## src/common/rtc_pkg.sv

```systemverilog
// Shared constants and types for the calendar and alarm register block.
// Assumes an 8-bit register port driven by the device's serial control decoder.
package rtc_pkg;

    // Register offsets
    localparam logic [7:0] OFS_SECOND = 8'h00;
    localparam logic [7:0] OFS_MINUTE = 8'h01;
    localparam logic [7:0] OFS_HOUR = 8'h02;
    localparam logic [7:0] OFS_DAY = 8'h03;
    localparam logic [7:0] OFS_MONTH = 8'h04;
    localparam logic [7:0] OFS_YEAR = 8'h05;
    localparam logic [7:0] OFS_WEEKDAY = 8'h06;
    localparam logic [7:0] OFS_ALM_SECOND = 8'h08;
    localparam logic [7:0] OFS_ALM_MINUTE = 8'h09;
    localparam logic [7:0] OFS_ALM_HOUR = 8'h0A;
    localparam logic [7:0] OFS_CTRL = 8'h10;

    // Writable bit masks; other bits are reserved and read zero, except the hour afternoon flag (bit 7) in 12-hour mode
    localparam logic [7:0] MASK_SECOND = 8'h7F;
    localparam logic [7:0] MASK_MINUTE = 8'h7F;
    localparam logic [7:0] MASK_HOUR = 8'h3F;
    localparam logic [7:0] MASK_DAY = 8'h3F;
    localparam logic [7:0] MASK_MONTH = 8'h1F;
    localparam logic [7:0] MASK_YEAR = 8'hFF;
    localparam logic [7:0] MASK_WEEKDAY = 8'h07;
    localparam logic [7:0] MASK_CTRL = 8'h09;

    // Field positions
    localparam int AFTERNOON_BIT = 7;
    localparam int CTRL_RUN_BIT = 0;
    localparam int CTRL_MODE12_BIT = 3;

    // Reset values
    localparam logic [7:0] RST_SECOND = 8'h00;
    localparam logic [7:0] RST_MINUTE = 8'h00;
    localparam logic [7:0] RST_HOUR = 8'h00;
    localparam logic [7:0] RST_DAY = 8'h01;
    localparam logic [7:0] RST_MONTH = 8'h01;
    localparam logic [7:0] RST_YEAR = 8'h00;
    localparam logic [7:0] RST_WEEKDAY = 8'h00;
    localparam logic [7:0] RST_ALARM = 8'h00;
    localparam logic [7:0] RST_CTRL = 8'h00;

    // Counting limits in BCD
    localparam logic [7:0] MAX_SIXTY = 8'h59;
    localparam logic [7:0] MAX_HOUR24 = 8'h23;
    localparam logic [7:0] MAX_MONTH = 8'h12;
    localparam logic [7:0] MAX_YEAR = 8'h99;
    localparam logic [7:0] MAX_WEEKDAY = 8'h06;
    localparam logic [7:0] MIN_ZERO = 8'h00;
    localparam logic [7:0] MIN_ONE = 8'h01;

    // Timing: one second from the system clock
    localparam longint CLK_HZ = 25000000;
    localparam longint SECOND_MS = 1000;
    localparam longint CYC_PER_SECOND = (SECOND_MS * CLK_HZ) / 1000;

    typedef struct packed {
        logic [7:0] second;
        logic [7:0] minute;
        logic [7:0] hour;
        logic [7:0] day;
        logic [7:0] month;
        logic [7:0] year;
        logic [7:0] weekday;
    } rtc_time_t;

    typedef struct packed {
        logic [7:0] second;
        logic [7:0] minute;
        logic [7:0] hour;
    } rtc_alarm_t;

    typedef struct packed {
        logic wr_en;
        logic rd_en;
        logic [7:0] addr;
        logic [7:0] wr_data;
    } rtc_req_t;

endpackage

```

## src/hdl/rtc_calendar_alarm_regs.sv

```systemverilog
// Calendar, time and alarm registers with BCD timekeeping.
// Assumes the serial decoder presents single-cycle read and write strobes.
`timescale 1ns/100ps
module rtc_calendar_alarm_regs #(
    parameter int unsigned CYC_PER_SECOND = 32'(rtc_pkg::CYC_PER_SECOND)
) (
    input wire logic clk_sys,
    input wire logic rst,
    input rtc_pkg::rtc_req_t req,
    output logic [7:0] rd_data,
    output logic rd_valid
);
    rtc_pkg::rtc_time_t time_reg;
    rtc_pkg::rtc_time_t time_next;
    rtc_pkg::rtc_alarm_t alarm_reg;
    logic [7:0] ctrl_reg;
    logic sec_tick;
    logic mode12;

    // Format bit is read live, so a mode switch never touches the stored count
    assign mode12 = ctrl_reg[rtc_pkg::CTRL_MODE12_BIT];

    // BCD step with wrap; bit 8 flags the wrap as a carry
    function automatic logic [8:0] bcd_step(input logic [7:0] v, input logic [7:0] lo,
                                            input logic [7:0] hi);
        logic [8:0] r;
        r = 9'h000;
        if (v >= hi)
        begin
            r = {1'b1, lo};
        end
        else if (v[3:0] >= 4'h9)
        begin
            r = {1'b0, v[7:4] + 4'h1, 4'h0};
        end
        else
        begin
            r = {1'b0, v[7:4], v[3:0] + 4'h1};
        end
        return r;
    endfunction

    // Five bits cover every legal hour; out-of-range digits wrap silently
    function automatic logic [4:0] bcd_to_bin(input logic [7:0] v);
        logic [7:0] b;
        b = 8'((v[7:4] * 4'hA) + v[3:0]);
        return b[4:0];
    endfunction

    function automatic logic [7:0] bin_to_bcd(input logic [4:0] b);
        logic [4:0] t;
        t = 5'(b / 5'h0A);
        return {t[3:0], 4'(b - 5'(t * 5'h0A))};
    endfunction

    // Last day of the month in BCD; leap years are those divisible by four
    function automatic logic [7:0] month_last_day(input logic [7:0] m, input logic [7:0] y);
        logic leap;
        leap = (!y[4] && (y[1:0] == 2'h0)) || (y[4] && (y[1:0] == 2'h2));
        case (m)
            8'h02: month_last_day = leap ? 8'h29 : 8'h28;
            8'h04, 8'h06, 8'h09, 8'h11: month_last_day = 8'h30;
            default: month_last_day = 8'h31;
        endcase
    endfunction

    // Internal hour is always 24-hour BCD; 12-hour view made on read
    function automatic logic [7:0] hour_to_view(input logic [7:0] h24, input logic m12);
        logic [4:0] b;
        logic [4:0] h;
        logic [7:0] v;
        b = bcd_to_bin(h24);
        h = b;
        if (b >= 5'h0C)
        begin
            h = 5'(b - 5'h0C);
        end
        // Hours zero and twelve both show as 12 in the 12-hour view
        if (h == 5'h00)
        begin
            h = 5'h0C;
        end
        v = bin_to_bcd(h);
        if (m12)
        begin
            return {(b >= 5'h0C), 1'b0, v[5:0]};
        end
        return h24 & rtc_pkg::MASK_HOUR;
    endfunction

    function automatic logic [7:0] hour_from_view(input logic [7:0] v, input logic m12);
        logic [4:0] b;
        b = bcd_to_bin({2'b00, v[5:0]});
        if (!m12)
        begin
            return v & rtc_pkg::MASK_HOUR;
        end
        // 12 AM is hour zero, 12 PM stays twelve
        if (b == 5'h0C)
        begin
            b = 5'h00;
        end
        if (v[rtc_pkg::AFTERNOON_BIT])
        begin
            b = 5'(b + 5'h0C);
        end
        return bin_to_bcd(b);
    endfunction

    function automatic logic wr_hit(input rtc_pkg::rtc_req_t r, input logic [7:0] ofs);
        return r.wr_en && (r.addr == ofs);
    endfunction

    // Run bit gates the prescaler, so a restart always waits a full second
    rtc_sec_tick #(
        .CYC_PER_SECOND(CYC_PER_SECOND)
    ) u_tick (
        .clk_sys(clk_sys),
        .rst(rst),
        .run(ctrl_reg[rtc_pkg::CTRL_RUN_BIT]),
        .tick(sec_tick)
    );

    // Carry chain, then software writes override the fields they hit
    always_comb
    begin
        logic [8:0] s;
        logic [8:0] mi;
        logic [8:0] h;
        logic [8:0] d;
        logic [8:0] mo;
        logic [8:0] y;
        logic [8:0] w;
        time_next = time_reg;
        s = bcd_step(time_reg.second, rtc_pkg::MIN_ZERO, rtc_pkg::MAX_SIXTY);
        mi = bcd_step(time_reg.minute, rtc_pkg::MIN_ZERO, rtc_pkg::MAX_SIXTY);
        h = bcd_step(time_reg.hour, rtc_pkg::MIN_ZERO, rtc_pkg::MAX_HOUR24);
        d = bcd_step(time_reg.day, rtc_pkg::MIN_ONE, month_last_day(time_reg.month, time_reg.year));
        mo = bcd_step(time_reg.month, rtc_pkg::MIN_ONE, rtc_pkg::MAX_MONTH);
        y = bcd_step(time_reg.year, rtc_pkg::MIN_ZERO, rtc_pkg::MAX_YEAR);
        w = bcd_step(time_reg.weekday, rtc_pkg::MIN_ZERO, rtc_pkg::MAX_WEEKDAY);
        if (sec_tick)
        begin
            time_next.second = s[7:0];
            if (s[8])
            begin
                time_next.minute = mi[7:0];
                if (mi[8])
                begin
                    time_next.hour = h[7:0];
                    if (h[8])
                    begin
                        time_next.day = d[7:0];
                        time_next.weekday = w[7:0];
                        if (d[8])
                        begin
                            time_next.month = mo[7:0];
                            if (mo[8])
                            begin
                                time_next.year = y[7:0];
                            end
                        end
                    end
                end
            end
        end
        // Writes are not range-clamped; an out-of-range digit wraps at the next carry
        if (wr_hit(req, rtc_pkg::OFS_SECOND))
        begin
            time_next.second = req.wr_data & rtc_pkg::MASK_SECOND;
        end
        if (wr_hit(req, rtc_pkg::OFS_MINUTE))
        begin
            time_next.minute = req.wr_data & rtc_pkg::MASK_MINUTE;
        end
        if (wr_hit(req, rtc_pkg::OFS_HOUR))
        begin
            time_next.hour = hour_from_view(req.wr_data, mode12);
        end
        if (wr_hit(req, rtc_pkg::OFS_DAY))
        begin
            time_next.day = req.wr_data & rtc_pkg::MASK_DAY;
        end
        if (wr_hit(req, rtc_pkg::OFS_MONTH))
        begin
            time_next.month = req.wr_data & rtc_pkg::MASK_MONTH;
        end
        if (wr_hit(req, rtc_pkg::OFS_YEAR))
        begin
            time_next.year = req.wr_data & rtc_pkg::MASK_YEAR;
        end
        if (wr_hit(req, rtc_pkg::OFS_WEEKDAY))
        begin
            time_next.weekday = req.wr_data & rtc_pkg::MASK_WEEKDAY;
        end
    end

    always_ff @(posedge clk_sys)
    begin
        if (rst)
        begin
            time_reg.second <= rtc_pkg::RST_SECOND;
            time_reg.minute <= rtc_pkg::RST_MINUTE;
            time_reg.hour <= rtc_pkg::RST_HOUR;
            time_reg.day <= rtc_pkg::RST_DAY;
            time_reg.month <= rtc_pkg::RST_MONTH;
            time_reg.year <= rtc_pkg::RST_YEAR;
            time_reg.weekday <= rtc_pkg::RST_WEEKDAY;
        end
        else
        begin
            time_reg <= time_next;
        end
    end

    // Alarm registers keep the format they were written in
    always_ff @(posedge clk_sys)
    begin
        if (rst)
        begin
            alarm_reg <= {3{rtc_pkg::RST_ALARM}};
        end
        else
        begin
            if (wr_hit(req, rtc_pkg::OFS_ALM_SECOND))
            begin
                alarm_reg.second <= req.wr_data & rtc_pkg::MASK_SECOND;
            end
            if (wr_hit(req, rtc_pkg::OFS_ALM_MINUTE))
            begin
                alarm_reg.minute <= req.wr_data & rtc_pkg::MASK_MINUTE;
            end
            // Flag dropped in 24-hour mode so a later switch cannot show a stale PM
            if (wr_hit(req, rtc_pkg::OFS_ALM_HOUR))
            begin
                alarm_reg.hour <= {req.wr_data[rtc_pkg::AFTERNOON_BIT] & mode12,
                                   req.wr_data[6:0] & rtc_pkg::MASK_HOUR[6:0]};
            end
        end
    end

    // Only run and format bits are kept; the other control bits read zero
    always_ff @(posedge clk_sys)
    begin
        if (rst)
        begin
            ctrl_reg <= rtc_pkg::RST_CTRL;
        end
        else if (wr_hit(req, rtc_pkg::OFS_CTRL))
        begin
            ctrl_reg <= req.wr_data & rtc_pkg::MASK_CTRL;
        end
    end

    // Read data registered one cycle after the strobe; unmapped reads zero
    always_ff @(posedge clk_sys)
    begin
        if (rst)
        begin
            rd_data <= 8'h00;
            rd_valid <= 1'b0;
        end
        else
        begin
            rd_valid <= req.rd_en;
            if (req.rd_en)
            begin
                case (req.addr)
                    rtc_pkg::OFS_SECOND: rd_data <= time_reg.second;
                    rtc_pkg::OFS_MINUTE: rd_data <= time_reg.minute;
                    rtc_pkg::OFS_HOUR: rd_data <= hour_to_view(time_reg.hour, mode12);
                    rtc_pkg::OFS_DAY: rd_data <= time_reg.day;
                    rtc_pkg::OFS_MONTH: rd_data <= time_reg.month;
                    rtc_pkg::OFS_YEAR: rd_data <= time_reg.year;
                    rtc_pkg::OFS_WEEKDAY: rd_data <= time_reg.weekday;
                    rtc_pkg::OFS_ALM_SECOND: rd_data <= alarm_reg.second;
                    rtc_pkg::OFS_ALM_MINUTE: rd_data <= alarm_reg.minute;
                    rtc_pkg::OFS_ALM_HOUR: rd_data <= {alarm_reg.hour[7] & mode12, alarm_reg.hour[6:0]};
                    rtc_pkg::OFS_CTRL: rd_data <= ctrl_reg;
                    default: rd_data <= 8'h00;
                endcase
            end
        end
    end
endmodule

```

## src/hdl/rtc_sec_tick.sv

```systemverilog
// One-second tick generator for the calendar counters.
// Assumes clk_sys runs at the rate the package names.
`timescale 1ns/100ps
module rtc_sec_tick #(
    parameter int unsigned CYC_PER_SECOND = 32'(rtc_pkg::CYC_PER_SECOND)
) (
    input wire logic clk_sys,
    input wire logic rst,
    input wire logic run,
    output logic tick
);
    logic [31:0] count_reg;

    // Prescaler clears while frozen so restart gives a full second
    always_ff @(posedge clk_sys)
    begin
        if (rst || !run)
        begin
            count_reg <= 32'h0000_0000;
        end
        else if (count_reg == CYC_PER_SECOND - 1)
        begin
            count_reg <= 32'h0000_0000;
        end
        else
        begin
            count_reg <= count_reg + 32'h0000_0001;
        end
    end

    always_ff @(posedge clk_sys)
    begin
        if (rst)
        begin
            tick <= 1'b0;
        end
        else
        begin
            tick <= run && (count_reg == CYC_PER_SECOND - 1);
        end
    end
endmodule
```

## config.mk

```make
export PLATFORM = sky130hd
export DESIGN_NAME = rtc_calendar_alarm_regs
export DESIGN_NICKNAME = d
export VERILOG_FILES = /design/src/common/rtc_pkg.sv /design/src/hdl/rtc_calendar_alarm_regs.sv /design/src/hdl/rtc_sec_tick.sv
export SDC_FILE = /design/constraint.sdc
export NUM_CORES = 1
export LEC_CHECK = 0
export BUFFER_PORTS_ARGS = -buffer_cell sky130_fd_sc_hd__buf_4
export CAP_MARGIN = 20
export CORE_MARGIN = 2
export CORE_UTILIZATION = 50
export CTS_BUF_LIST = sky130_fd_sc_hd__clkbuf_2
export DETAILED_ROUTE_END_ITERATION = 16
export GPL_TIMING_DRIVEN = 0
export PLACE_DENSITY = 0.71
export RECOVER_POWER = 25
export SLEW_MARGIN = 5
export SYNTH_ARGS = -nofsm -noshare
export SYNTH_HDL_FRONTEND = slang
export SYNTH_HIERARCHICAL = 1
export SYNTH_SLANG_ARGS = --single-unit
```

## constraint.sdc

```tcl
create_clock -name clk_sys -period 8.3 [get_ports clk_sys]
set_clock_uncertainty 0.15 [all_clocks]
set_input_delay 0 -clock clk_sys [delete_from_list [all_inputs] [get_ports clk_sys]]
set_output_delay 0 -clock clk_sys [all_outputs]
set_load 0.03 [all_outputs]
```

# ---- Word-level counts from Yosys, hierarchy flattened
# Index checks and enable logic that the tools add are counted.
dict set report op_classes {
  muxes 54
  div_mod_pow 2
  n_shift 0
  multipliers 4
  add_sub_neg 21
  bitwise 2
  n_eq_ne 18
  n_reduce_logical 82
  order_cmp 15
}
# op count
set ops {}
lappend ops {{two-way mux 8 bit} 16}
lappend ops {{one-hot mux 8 bit (11 select lines)} 1}
lappend ops {{two-way mux 5 bit} 15}
lappend ops {{nonzero test 2 bit} 30}
lappend ops {{adder 4 x 1 -> 4 bit (second input constant)} 14}
lappend ops {{two-way mux 55 bit} 1}
lappend ops {{two-way mux 48 bit} 1}
lappend ops {{two-way mux 9 bit} 5}
lappend ops {{== test 8 x 3 -> 1 bit (second input constant)} 5}
lappend ops {{two-way mux 40 bit} 1}
lappend ops {{adder 32 x 1 -> 32 bit (second input constant)} 1}
lappend ops {{== test 32 x 25 -> 1 bit (second input constant)} 1}
lappend ops {{== test 8 x 4 -> 1 bit (second input constant)} 4}
lappend ops {{two-way mux 32 bit} 1}
lappend ops {{>= comparator 4 bit (second input constant)} 7}
lappend ops {{== test 8 x 2 -> 1 bit (second input constant)} 3}
lappend ops {{AND reduction 5 bit} 4}
lappend ops {{AND reduction 6 bit} 3}
lappend ops {{nonzero test 3 bit} 6}
lappend ops {{== test 8 x 5 -> 1 bit (second input constant)} 2}
lappend ops {{>= comparator 8 x 7 -> 1 bit (second input constant)} 2}
lappend ops {{two-way mux 16 bit} 1}
lappend ops {{AND reduction 4 bit} 4}
lappend ops {{logical AND 1 bit} 14}
lappend ops {{33 further kinds} 56}
dict set report word_totals {
  regBits 121
  mem_bits_ro 0
  output_inout_bits 9
  ramBits 0
  latchBits 0
  n_memories 0
  input_bits 20
}

# ---- Logic depth before layout (Yosys ltp)
# Gate-level depths: netlist of run 1.
dict set report depth {
  depth_word 18
  depth_mapped 26
  ltp_nobuf 26
}

# ---- Hierarchy
# Netlist of run 1, hierarchy kept.
# mod cells_each area_per_inst_um2 instances seq_area_each_um2
set by_module_without_submodules {}
lappend by_module_without_submodules {rtc_calendar_alarm_regs 831 6553.8 1 1761.7}
lappend by_module_without_submodules {rtc_sec_tick 174 1520.2 1 660.6}

# ---- Least setup slack after synthesis of run 1
# OpenSTA, ideal clock, no wires.
dict set report synth_timing {
  path_type {register to register}
  start {reg time_reg[36] (netlist bit)}
  end {reg rd_data[2]}
  slack_ps 3290
  period_less_slack_ps 5010
  n_path_buf 1
  setup_ps 138
  required_ps 8012
  stages_incl_launch_ff 27
  t_arrival_ps 4722
  cell_sequence {dfxtp_1 > ha_1 > inv_1 > fa_1 > clkbuf_1 > inv_1 > ha_1 > nor2_1 > o22ai_1 > a21oi_1 > o21a_1 > ha_1 > nor2_1 > a22o_1 > or2_1 > ha_1 > nand2_1 > a211oi_2 > a2bb2oi_2 > inv_1 > ha_1 > inv_1 > fa_1 > nand2_1 > o21ai_0 > a22oi_1 > a211oi_1}
}
dict set report synth_between {
  elab_chain_cells 18
  elab_cells_between_ends 19
  classes_between {add/sub: 3; mul: 2; div: 1; order compare: 1; mux: 11; reduce/logical: 1}
}
# element line_no
set synth_rtl {}
lappend synth_rtl {{start, declared} rtc_calendar_alarm_regs.sv:13} ;# rtc_pkg::rtc_time_t time_reg;
lappend synth_rtl {{start signal, assigned} rtc_calendar_alarm_regs.sv:212} ;# time_reg <= time_next;
lappend synth_rtl {{multiplier 4 x 3 -> 4 bit *} rtc_calendar_alarm_regs.sv:46} ;# b = 8'((v[7:4] * 4'hA) + v[3:0]);
lappend synth_rtl {{adder 5 x 4 -> 5 bit *} rtc_calendar_alarm_regs.sv:46}
lappend synth_rtl {{subtractor 5 x 4 -> 5 bit / >= comparator 5 x 4 -> 1 bit (equally long branches)} {rtc_calendar_alarm_regs.sv:76, rtc_calendar_alarm_regs.sv:74}}
lappend synth_rtl {{two-way mux 5 bit *} rtc_calendar_alarm_regs.sv:74} ;# if (b >= 5'h0C)
lappend synth_rtl {{two-way mux 5 bit *} rtc_calendar_alarm_regs.sv:268} ;# case (req.addr)
lappend synth_rtl {{two-way mux 5 bit *} rtc_calendar_alarm_regs.sv:266} ;# if (req.rd_en)
lappend synth_rtl {{two-way mux 5 bit *} rtc_calendar_alarm_regs.sv:258} ;# if (rst)
lappend synth_rtl {{zero test 5 bit} rtc_calendar_alarm_regs.sv:79} ;# if (h == 5'h00)
lappend synth_rtl {{(+2 left out)} -}
lappend synth_rtl {{two-way mux 5 bit *} rtc_calendar_alarm_regs.sv:266}
lappend synth_rtl {{two-way mux 5 bit *} rtc_calendar_alarm_regs.sv:258}
lappend synth_rtl {{divider 5 x 4 -> 5 bit} rtc_calendar_alarm_regs.sv:52} ;# t = 5'(b / 5'h0A);
lappend synth_rtl {{multiplier 5 x 3 -> 3 bit} rtc_calendar_alarm_regs.sv:53} ;# return {t[3:0], 4'(b - 5'(t * 5'h0A))};
lappend synth_rtl {{subtractor 4 bit *} rtc_calendar_alarm_regs.sv:53}
lappend synth_rtl {{two-way mux 8 bit *} rtc_calendar_alarm_regs.sv:84} ;# if (m12)
lappend synth_rtl {{two-way mux 8 bit *} rtc_calendar_alarm_regs.sv:88} ;# return h24 & rtc_pkg::MASK_HOUR;
lappend synth_rtl {{one-hot mux 8 bit (11 select lines) *} rtc_calendar_alarm_regs.sv:268}
lappend synth_rtl {{end signal, assigned} rtc_calendar_alarm_regs.sv:269} ;# rtc_pkg::OFS_SECOND: rd_data <= time_reg.second;
lappend synth_rtl {{end signal, assigned} rtc_calendar_alarm_regs.sv:270} ;# rtc_pkg::OFS_MINUTE: rd_data <= time_reg.minute;
lappend synth_rtl {{end signal, assigned} rtc_calendar_alarm_regs.sv:271} ;# rtc_pkg::OFS_HOUR: rd_data <= hour_to_view(time_reg.hour, mode12);
lappend synth_rtl {{end, declared} rtc_calendar_alarm_regs.sv:10} ;# output logic [7:0] rd_data,
# Every way passes the cells marked *; elsewhere a longest branch is shown, timed or not. The select of a mux whose other input is x is not followed.
# A chain may end at the register's enable or synchronous reset.

# ---- Worst setup path in the final report of run 1
# Ends and elaborated chain as after synthesis.

==> out/results.ini, run 1 <==
[power]
pwr-share-seq_pct=53.2
vdd_drop_max_v=0.0000929
p_int_w=0.000793
switching_power_w=0.000308
switching_share_pct=28.0
pwr-share-comb_pct=11.7
p_leak_nw=3.29
power_w=0.00110
clock_power_share_pct=35.1
p_per_area_nw_per_um2=123

[drt]
drc=0
wire_per_inst_um=17.3
drt-pass1-iter-count=6
drt_wl_total_um=22500
vias_per_cell=5.84
num_vias=7614
drt_iter0_drc=798
ant_nets=0

[synthesis]
synth_cell_types=77
synth-edff-count=0
async_reset_ff_share_pct=0
ys_seq_area_share_pct=30.0
synth_seq_cells=121
mappedNetlistArea_um2=8070
synthCells=1005
synth_fp_nets=1090
ys_warn_count=6
syn_avg_cell_area_um2=8.03
ys.flop_type=dfxtp_1

[clock_tree]
clock_sinks=121
cts_resized=0
max-clock-path-buffers=2
cts_htree_levels=4
tritoncts=yes
cts_buffers=17
clk_latency_ns=0.70
ctsHoldBuffers=28
path_clk_slew_ns=0.18
post-cts-setup-buffers=0
cts_root_buf=clkbuf_2

[sta]
drv_slew=0
tns_ns=0
max_freq_mhz=178
finalHoldViolCount=0
max_slew_margin_pct=30.3
rsz0062_at_grt=no
period_share_pct=67.7
period_needed_ns=5.62
setup_viol=0
tightest_slew_ns=1.04

[final_layout]
finalInstanceArea_um2=8940
layout.nets=1161
multi_input_area_um2=5180
layout_common_cells=nor2_1, dfxtp_1, nand2_1, ha_1, inv_1
final_common_cell=nor2_1
fin_util_pct=56.5
area_growth_pct=10.7
drive_above_1_share_pct=6.26
ff_latch_area_um2=2420
nFillCells=1517
largest_reg_flops=56

[worst_setup_path]
critPathBufInv=5
slowest_delay_ns=0.54
worst_setup_path_end_kind=flop
crit_family=adder cells
cp.arrival_ns=6.04
crit_type=reg2reg
startpoint_type=flop
crit_fanout=8
crit_top_cell=ha_1
cp.required_ns=8.72
critical-path-slowest-cell=dfxtp_1

[floorplan]
num_rows=46
die_area_um2=17200
core_area_um2=15800
die_h_um=131
ios=29
start_util_pct=51.0
die_x_um=131

[status]
status=finished clean

[global_routing]
grt_use_total_pct=27.2
overflow=0
grt_pass1_wl_um=36100
grt_max_degree=17
antenna_found_initial=1
grt_pass1_vias=7085

[placed_design]
gp_congestion=0.936
placed_area_um2=8520
dp_hpwl_um=16200
io_buffers=24

[run]
maxCapViolations=0

[worst_hold_path]
hold_path.class=in2reg

==> per-stage QoR <==
| stage | instances | setup WS (ns) | hold WS (ns) |
|---|---|---|---|
| 6_report | 1303 | 2.68 | 0.0386 |
| 2_1_floorplan | 1005 | 3.29 | -0.0739 |
| 3_3_place_gp | 1245 | 2.79 | 0.0899 |
| 4_1_cts | 1302 | 2.68 | 0.00676 |
| 5_1_grt | 1303 | 2.22 | 0.0297 |
| 3_5_place_dp | 1245 | 2.69 | 0.0854 |
==> power groups by stage <==
stage | Sequential (W) | Combinational, W | Clock [W]
floorplan | 0.000602 | 0.0000751 | 0
global placement | 0.000598 | 0.000117 | 0
detailed placement | 0.000598 | 0.000118 | 0
CTS | 0.000586 | 0.000129 | 0.000392
global route | 0.000587 | 0.000140 | 0.000417
finish | 0.000586 | 0.000129 | 0.000387
==> cell type report <==
cell class / instances / area share (%)
repair buffers: 52 / 4.73
clock inverters: 11 / 1.48
multi-input cells: 776 / 58.0
flip-flops and latches: 121 / 27.1
clock buffers: 18 / 1.01
plain buffers: 51 / 2.27
inverters: 57 / 2.39
diodes: 1 / 0.0280
well taps: 216 / 3.02
==> path summary, 6_finish.rpt <==
| kind | from | to | slack (ns) | cells after the start |
|---|---|---|---|---|
| min reg2reg | alarm_reg[21] | alarm_reg[21] | 0.32 | 2 |
| min | req[7] | alarm_reg[7] | 0.04 | 4 |
| max reg2reg | time_reg[36] | rd_data[2] | 2.68 | 26 |
| max | time_reg[36] | rd_data[2] | 2.68 | 26 |
==> synthesized netlist by cell type, types with 13 or more instances <==
cell / count / area share (%)
a221oi_1: 13 / 1.4
a211oi_1: 22 / 2.0
dfxtp_1: 121 / 30
nand2_1: 78 / 3.6
nor2_1: 141 / 6.6
nor3_1: 32 / 2.0
nand3_1: 47 / 2.9
a21oi_1: 46 / 2.9
ha_1: 61 / 9.5
xor2_1: 25 / 2.7
xnor2_1: 19 / 2.1
mux2i_1: 44 / 5.5
o21ai_0: 34 / 2.1
clkbuf_1: 41 / 1.9
inv_1: 57 / 2.6
nand4_1: 15 / 1.2
==> kinds of logic (layout without fill, tap and decap cells) <==
kind of cell,after synthesis,after routing,share of synthesized area [%]
adders and majority gates,65,65,10.4
xor gates and xnor gates,45,45,5.05
buffers and inverters,108,189,5.44
other,0,1,0
and+or+nand+nor,413,413,25.6
AOI/OAI and AO/OA,207,207,17.7
muxes,46,46,5.73
DFF,121,121,30.0
==> tightest hold or removal path: cells and delay by family <==
family,cells,cell delay (ns)
AOI/OAI and AO/OA,1,0.06
buffers and inverters,2,0.71
and+or+nand+nor,1,0.09
==> routing by layer <==
layer | up-vias | wire [µm] | GRT usage [%]
li1 | 3735 | - | -
met1 | 3566 | 10000 | 36.2
met2 | 271 | 10400 | 43.7
met3 | 42 | 1570 | 6.13
met5 | - | 0 | 0
met4 | 0 | 501 | 9.20
(Power assumes the default switching activity.)
==> run 2: changes to the inputs <==
--- a/config.mk
+++ b/config.mk
@@ -12,7 +12,7 @@
 export CTS_BUF_LIST = sky130_fd_sc_hd__clkbuf_2
 export DETAILED_ROUTE_END_ITERATION = 16
 export GPL_TIMING_DRIVEN = 0
-export PLACE_DENSITY = 0.71
+export PLACE_DENSITY = 0.73
 export RECOVER_POWER = 25
 export SLEW_MARGIN = 5
 export SYNTH_ARGS = -nofsm -noshare
==> constraint.sdc (replaced) <==
create_clock -name clk_sys -period 4.6 [get_ports clk_sys]
set_clock_uncertainty 0.15 [all_clocks]
set_input_delay 0 -clock clk_sys [delete_from_list [all_inputs] [get_ports clk_sys]]
set_output_delay 0 -clock clk_sys [all_outputs]
set_load 0.03 [all_outputs]
==> run 2 against run 1 <==
Net effect:
- the run now ends with negative setup slack left
- sequential share of layout area is 1.1 points lower
- die area stayed put
- worst hold slack better by 0.063 ns
- via count is 2.4% higher
- total power is 87% higher
- cell area is 5.0% higher
- critical path type unchanged
- critical endpoint unchanged
- largest power group unchanged
==> out/results.ini, run 2 (synthesized netlist as in run 1, its figures left out) <==
[final_layout]
area_growth_pct=16.2
largest_reg_flops=56
drive_above_1_share_pct=11.7
nFillCells=1436
finalInstanceArea_um2=9380
fin_util_pct=59.3
layout_common_cells=nor2_1, dfxtp_1, nand2_1, ha_1
stdcell_count=1323
final_common_cell=nor2_1
diodes=0
layout.nets=1179

[worst_setup_path]
cp.arrival_ns=5.30
rr_endpoint=rd_data[2]
critical-path-slowest-cell=dfxtp_4
crit_type=reg2reg
startpoint=time_reg[36]
slowest_delay_ns=0.44
reg2reg_depth=25
startpoint_type=flop
worst_setup_path_end_kind=flop
crit_top_cell=ha_4
crit_fanout=8
cp.required_ns=5.11
r2r_start=time_reg[36]
worst-r2r-setup-slack_ns=-0.19

[global_routing]
grt_use_total_pct=27.3
overflow=0
grt_max_degree=17
grt_pass1_vias=7051
grt_pass1_wl_um=36200
antenna_found_initial=0

[floorplan]
num_rows=46
die_x_um=131
die_h_um=131
start_util_pct=51.0
core_area_um2=15800
die_area_um2=17200
ios=29

[sta]
period_needed_ns=4.79
tns_ns=-0.284
tightest_slew_ns=0.854
setup_viol=2
fin_ws_ns=-0.191
max_freq_mhz=209
period_share_pct=104
drv_slew=0
max_slew_margin_pct=43.1
rsz0062_at_grt=yes
finalHoldViolCount=0

[worst_hold_path]
hold_path.class=in2reg
worstHoldPathCells=4
worstHoldStart=req[7]
whs_endpoint=time_reg[15]

[clock_tree]
max-clock-path-buffers=2
cts_root_buf=clkbuf_2
cts_buffers=17
clk_latency_ns=0.78
path_clk_slew_ns=0.23
clock_sinks=121
cts_htree_levels=4
tritoncts=yes

[drt]
top_layer_used=met4
num_vias=7800
wl_met3_um=1800
drc=0
drt_iter0_drc=624
wl_met1_um=9940
dr_wl_met2_um=10900
ant_nets=0
wire_per_inst_um=17.6
drt-pass1-iter-count=6
vias_per_cell=5.90
drt_wl_total_um=23200

[placed_design]
dp_hpwl_um=16200
placed_area_um2=8620
io_buffers=24
placed_cells=1245
pre_cts_ws_ns=-0.577
gp_congestion=1.04

[status]
violations=negative setup slack
status=complete, but fails checks

[power]
p_per_area_nw_per_um2=219
p_leak_nw=3.41
vdd_drop_max_v=0.000156

[run]
maxCapViolations=0

-- run 2: area by class of cell --
class	count	area (µm²)	share of cell area, %
multi-input combinational	776	5410	57.7
clock buffer	18	90.1	0.961
inverter	57	219	2.33
clock inverter	14	173	1.84
tap	216	270	2.88
sequential	121	2440	26.0
buffer	50	206	2.20
timing repair buffer	71	574	6.12
-- run 2: how the worst max path moves through the flow --
| stage | slack [ns] | depth (start not counted) | endpoint |
|---|---|---|---|
| 2_1_floorplan | -0.1 | 26 | rd_data[2] |
| 5_1_grt | -0.33 | 25 | rd_data[2] |
| 3_3_place_gp | -0.53 | 24 | rd_data[1] |
| 6_report | -0.19 | 25 | rd_data[2] |
| 4_1_cts | -0.18 | 26 | rd_data[2] |
| 3_5_place_dp | -0.58 | 24 | rd_data[1] |
-- run 2: through the flow --
stage | hold WS, ns | power (W)
2_1_floorplan | -0.0739 | 0.00122
3_3_place_gp | 0.0892 | 0.00129
3_5_place_dp | 0.0913 | 0.00129
4_1_cts | 0.0704 | 0.00206
5_1_grt | 0.114 | 0.00213
6_report | 0.102 | 0.00206
-- run 2: where the power goes --
part	switching, W	internal [W]
Combinational	0.000153	0.0000943
Clock	0.000444	0.000310
Sequential	0.00000333	0.00105
Total	0.000600	0.00146
-- run 2: worst max-delay path, delay by kind of cell, from the launching register on --
family	cells	cell delay, ns
compound gates	9	1.37
flops	1	0.44
fa+ha+maj	6	1.51
simple gates	6	0.83
buf+inv	4	0.35
-- run 2: timing repair --
item | CTS | global route
cloned | 0 | 0
resized for setup | 16 | 18
setup buffers | 12 | 5
hold buffers | 30 | 0
hold endpoints to repair | 119 | 0
setup endpoints to repair | 3 | 5
pin swaps | 19 | 14
-- run 2: metal layers --
metal / up-vias / global-route usage [%]
met5: - / 0
met1: 3632 / 35.9
li1: 3777 / -
met2: 337 / 44.6
met3: 54 / 4.63
met4: 0 / 11.6
==> run 3: changes to the inputs <==
==> constraint.sdc (replaced) <==
create_clock -name clk_sys -period 4.6 [get_ports clk_sys]
set_clock_uncertainty 0.15 [all_clocks]
set_input_delay 0.46 -clock clk_sys [delete_from_list [all_inputs] [get_ports clk_sys]]
set_output_delay 0.46 -clock clk_sys [all_outputs]
set_load 0.03 [all_outputs]
==> run 3 against run 2 <==
Net effect:
- the flow still finishes with violations (negative setup slack)
- critical path depth is 1 higher
- combinational power is 8.9% lower
- cell area is 1.7% lower
- largest power group unchanged
- sequential power hardly changed
- setup slack worse by 0.058 ns
- critical path type unchanged
==> out/results.ini, run 3 (synthesized netlist as in run 1, its figures left out) <==
[placed_design]
io_buffers=24
gp_congestion=0.922
dp_hpwl_um=16000

[global_routing]
antenna_found_initial=0
grt_use_total_pct=26.9
overflow=0
grt_pass1_vias=6959
grt_max_degree=17
grt_pass1_wl_um=36100

[drt]
drc=0
drt_iter0_drc=758
num_vias=7760
drt_wl_total_um=22900
drt-pass1-iter-count=6
vias_per_cell=5.95
ant_nets=0
wire_per_inst_um=17.6

[clock_tree]
max-clock-path-buffers=2
cts_root_buf=clkbuf_2
clk_latency_ns=0.72
cts_htree_levels=4
tritoncts=yes
clock_sinks=121
path_clk_slew_ns=0.20
cts_buffers=17

[sta]
hold-worst-slack_ns=0.0489
max_slew_margin_pct=41.6
drv_slew=0
period_share_pct=105
rsz0062_at_grt=yes
tightest_slew_ns=0.876
tns_ns=-0.323
period_needed_ns=4.85
setup_viol=2
max_freq_mhz=206
fin_ws_ns=-0.248
finalHoldViolCount=0

[final_layout]
area_growth_pct=14.2
layout_common_cells=nor2_1, dfxtp_1, nand2_1, ha_1, inv_1
largest_reg_flops=56
layout.nets=1160
diodes=0
final_common_cell=nor2_1
drive_above_1_share_pct=12.5
nFillCells=1444

[worst_hold_path]
hold_path.class=in2reg

[power]
p_leak_nw=3.34
vdd_drop_max_v=0.000223
p_per_area_nw_per_um2=227

[worst_setup_path]
slowest_delay_ns=0.44
startpoint_type=flop
critical-path-slowest-cell=dfxtp_4
crit_type=reg2reg
cp.arrival_ns=5.28
crit_fanout=5
cp.required_ns=5.03
worst_setup_path_end_kind=flop
critPathBufInv=4
crit_top_cell=ha_4
crit_family=adder cells

[run]
maxCapViolations=0

[floorplan]
core_area_um2=15800
die_h_um=131
start_util_pct=51.0
num_rows=46
ios=29
die_area_um2=17200
die_x_um=131

[status]
status=complete, but fails checks
violations=negative setup slack

-- run 3: changes by cell type in the layout (fill, tap and decap cells not counted), sizes merged --
cell	delta
buf	+8
bufinv	+1
clkbuf	-2
clkinv	-4
clkinvlp	+3
dlygate4sd3	-26
inv	+1
-- run 3: final timing paths --
path	start	endpoint	slack [ns]	cells after the start
max	time_reg[36]	rd_data[2]	-0.25	26
min reg2reg	alarm_reg[16]	alarm_reg[16]	0.32	2
min	req[16]	rd_data[0]	0.05	3
max reg2reg	time_reg[36]	rd_data[2]	-0.25	26
-- run 3: power breakdown --
| group | leakage, nW | switching (W) | internal [W] | total, W |
|---|---|---|---|---|
| Combinational | 2.21 | 0.000145 | 0.0000796 | 0.000225 |
| Clock | 0.153 | 0.000454 | 0.000358 | 0.000812 |
| Sequential | 0.979 | 0.00000302 | 0.00105 | 0.00106 |
-- run 3: timing repair --
action	CTS	global route
endpoints found under the hold margin	12	0
cloned	0	0
setup endpoints to repair	3	3
pin swaps	20	15
gates resized for setup	15	17
buffers inserted	19	5
hold buffers	4	0
-- run 3: worst min-delay path, delay by kind of cell --
| family | cells | cell delay (ns) |
|---|---|---|
| AOI/OAI and AO/OA | 1 | 0.05 |
| and+or+nand+nor | 1 | 0.15 |
| buffers and inverters | 1 | 0.22 |
-- run 3: layer usage --
metal	global-route usage (%)	vias to the layer above	routed length, µm
met4	8.45	0	599
met3	6.62	52	1900
met1	36.2	3649	9820
met2	42.8	320	10600
met5	0	-	0
li1	-	3739	-
-- run 3: final cells by class --
| class | count | area, µm² | area share (%) |
|---|---|---|---|
| clock buffers | 17 | 85.1 | 0.923 |
| well taps | 216 | 270 | 2.93 |
| repair buffers | 52 | 367 | 3.98 |
| flip-flops and latches | 121 | 2440 | 26.4 |
| multi-input cells | 776 | 5420 | 58.8 |
| inverters | 57 | 219 | 2.37 |
| plain buffers | 50 | 221 | 2.40 |
| clock inverters | 15 | 199 | 2.16 |
-- run 3: per-stage QoR --
step                instance area [µm²]  utilization [%]  power [W]  instances  worst slack (ns)
CTS                                9140             57.7    0.00210       1300            -0.144
floorplan                          8180                -    0.00122       1005           -0.0963
detailed placement                 8630             54.5    0.00130       1245            -0.524
global route                       9220             58.3    0.00217       1304            -0.455
global placement                   8630             54.5    0.00129       1245            -0.498
finish                             9220             58.3    0.00209       1304            -0.248
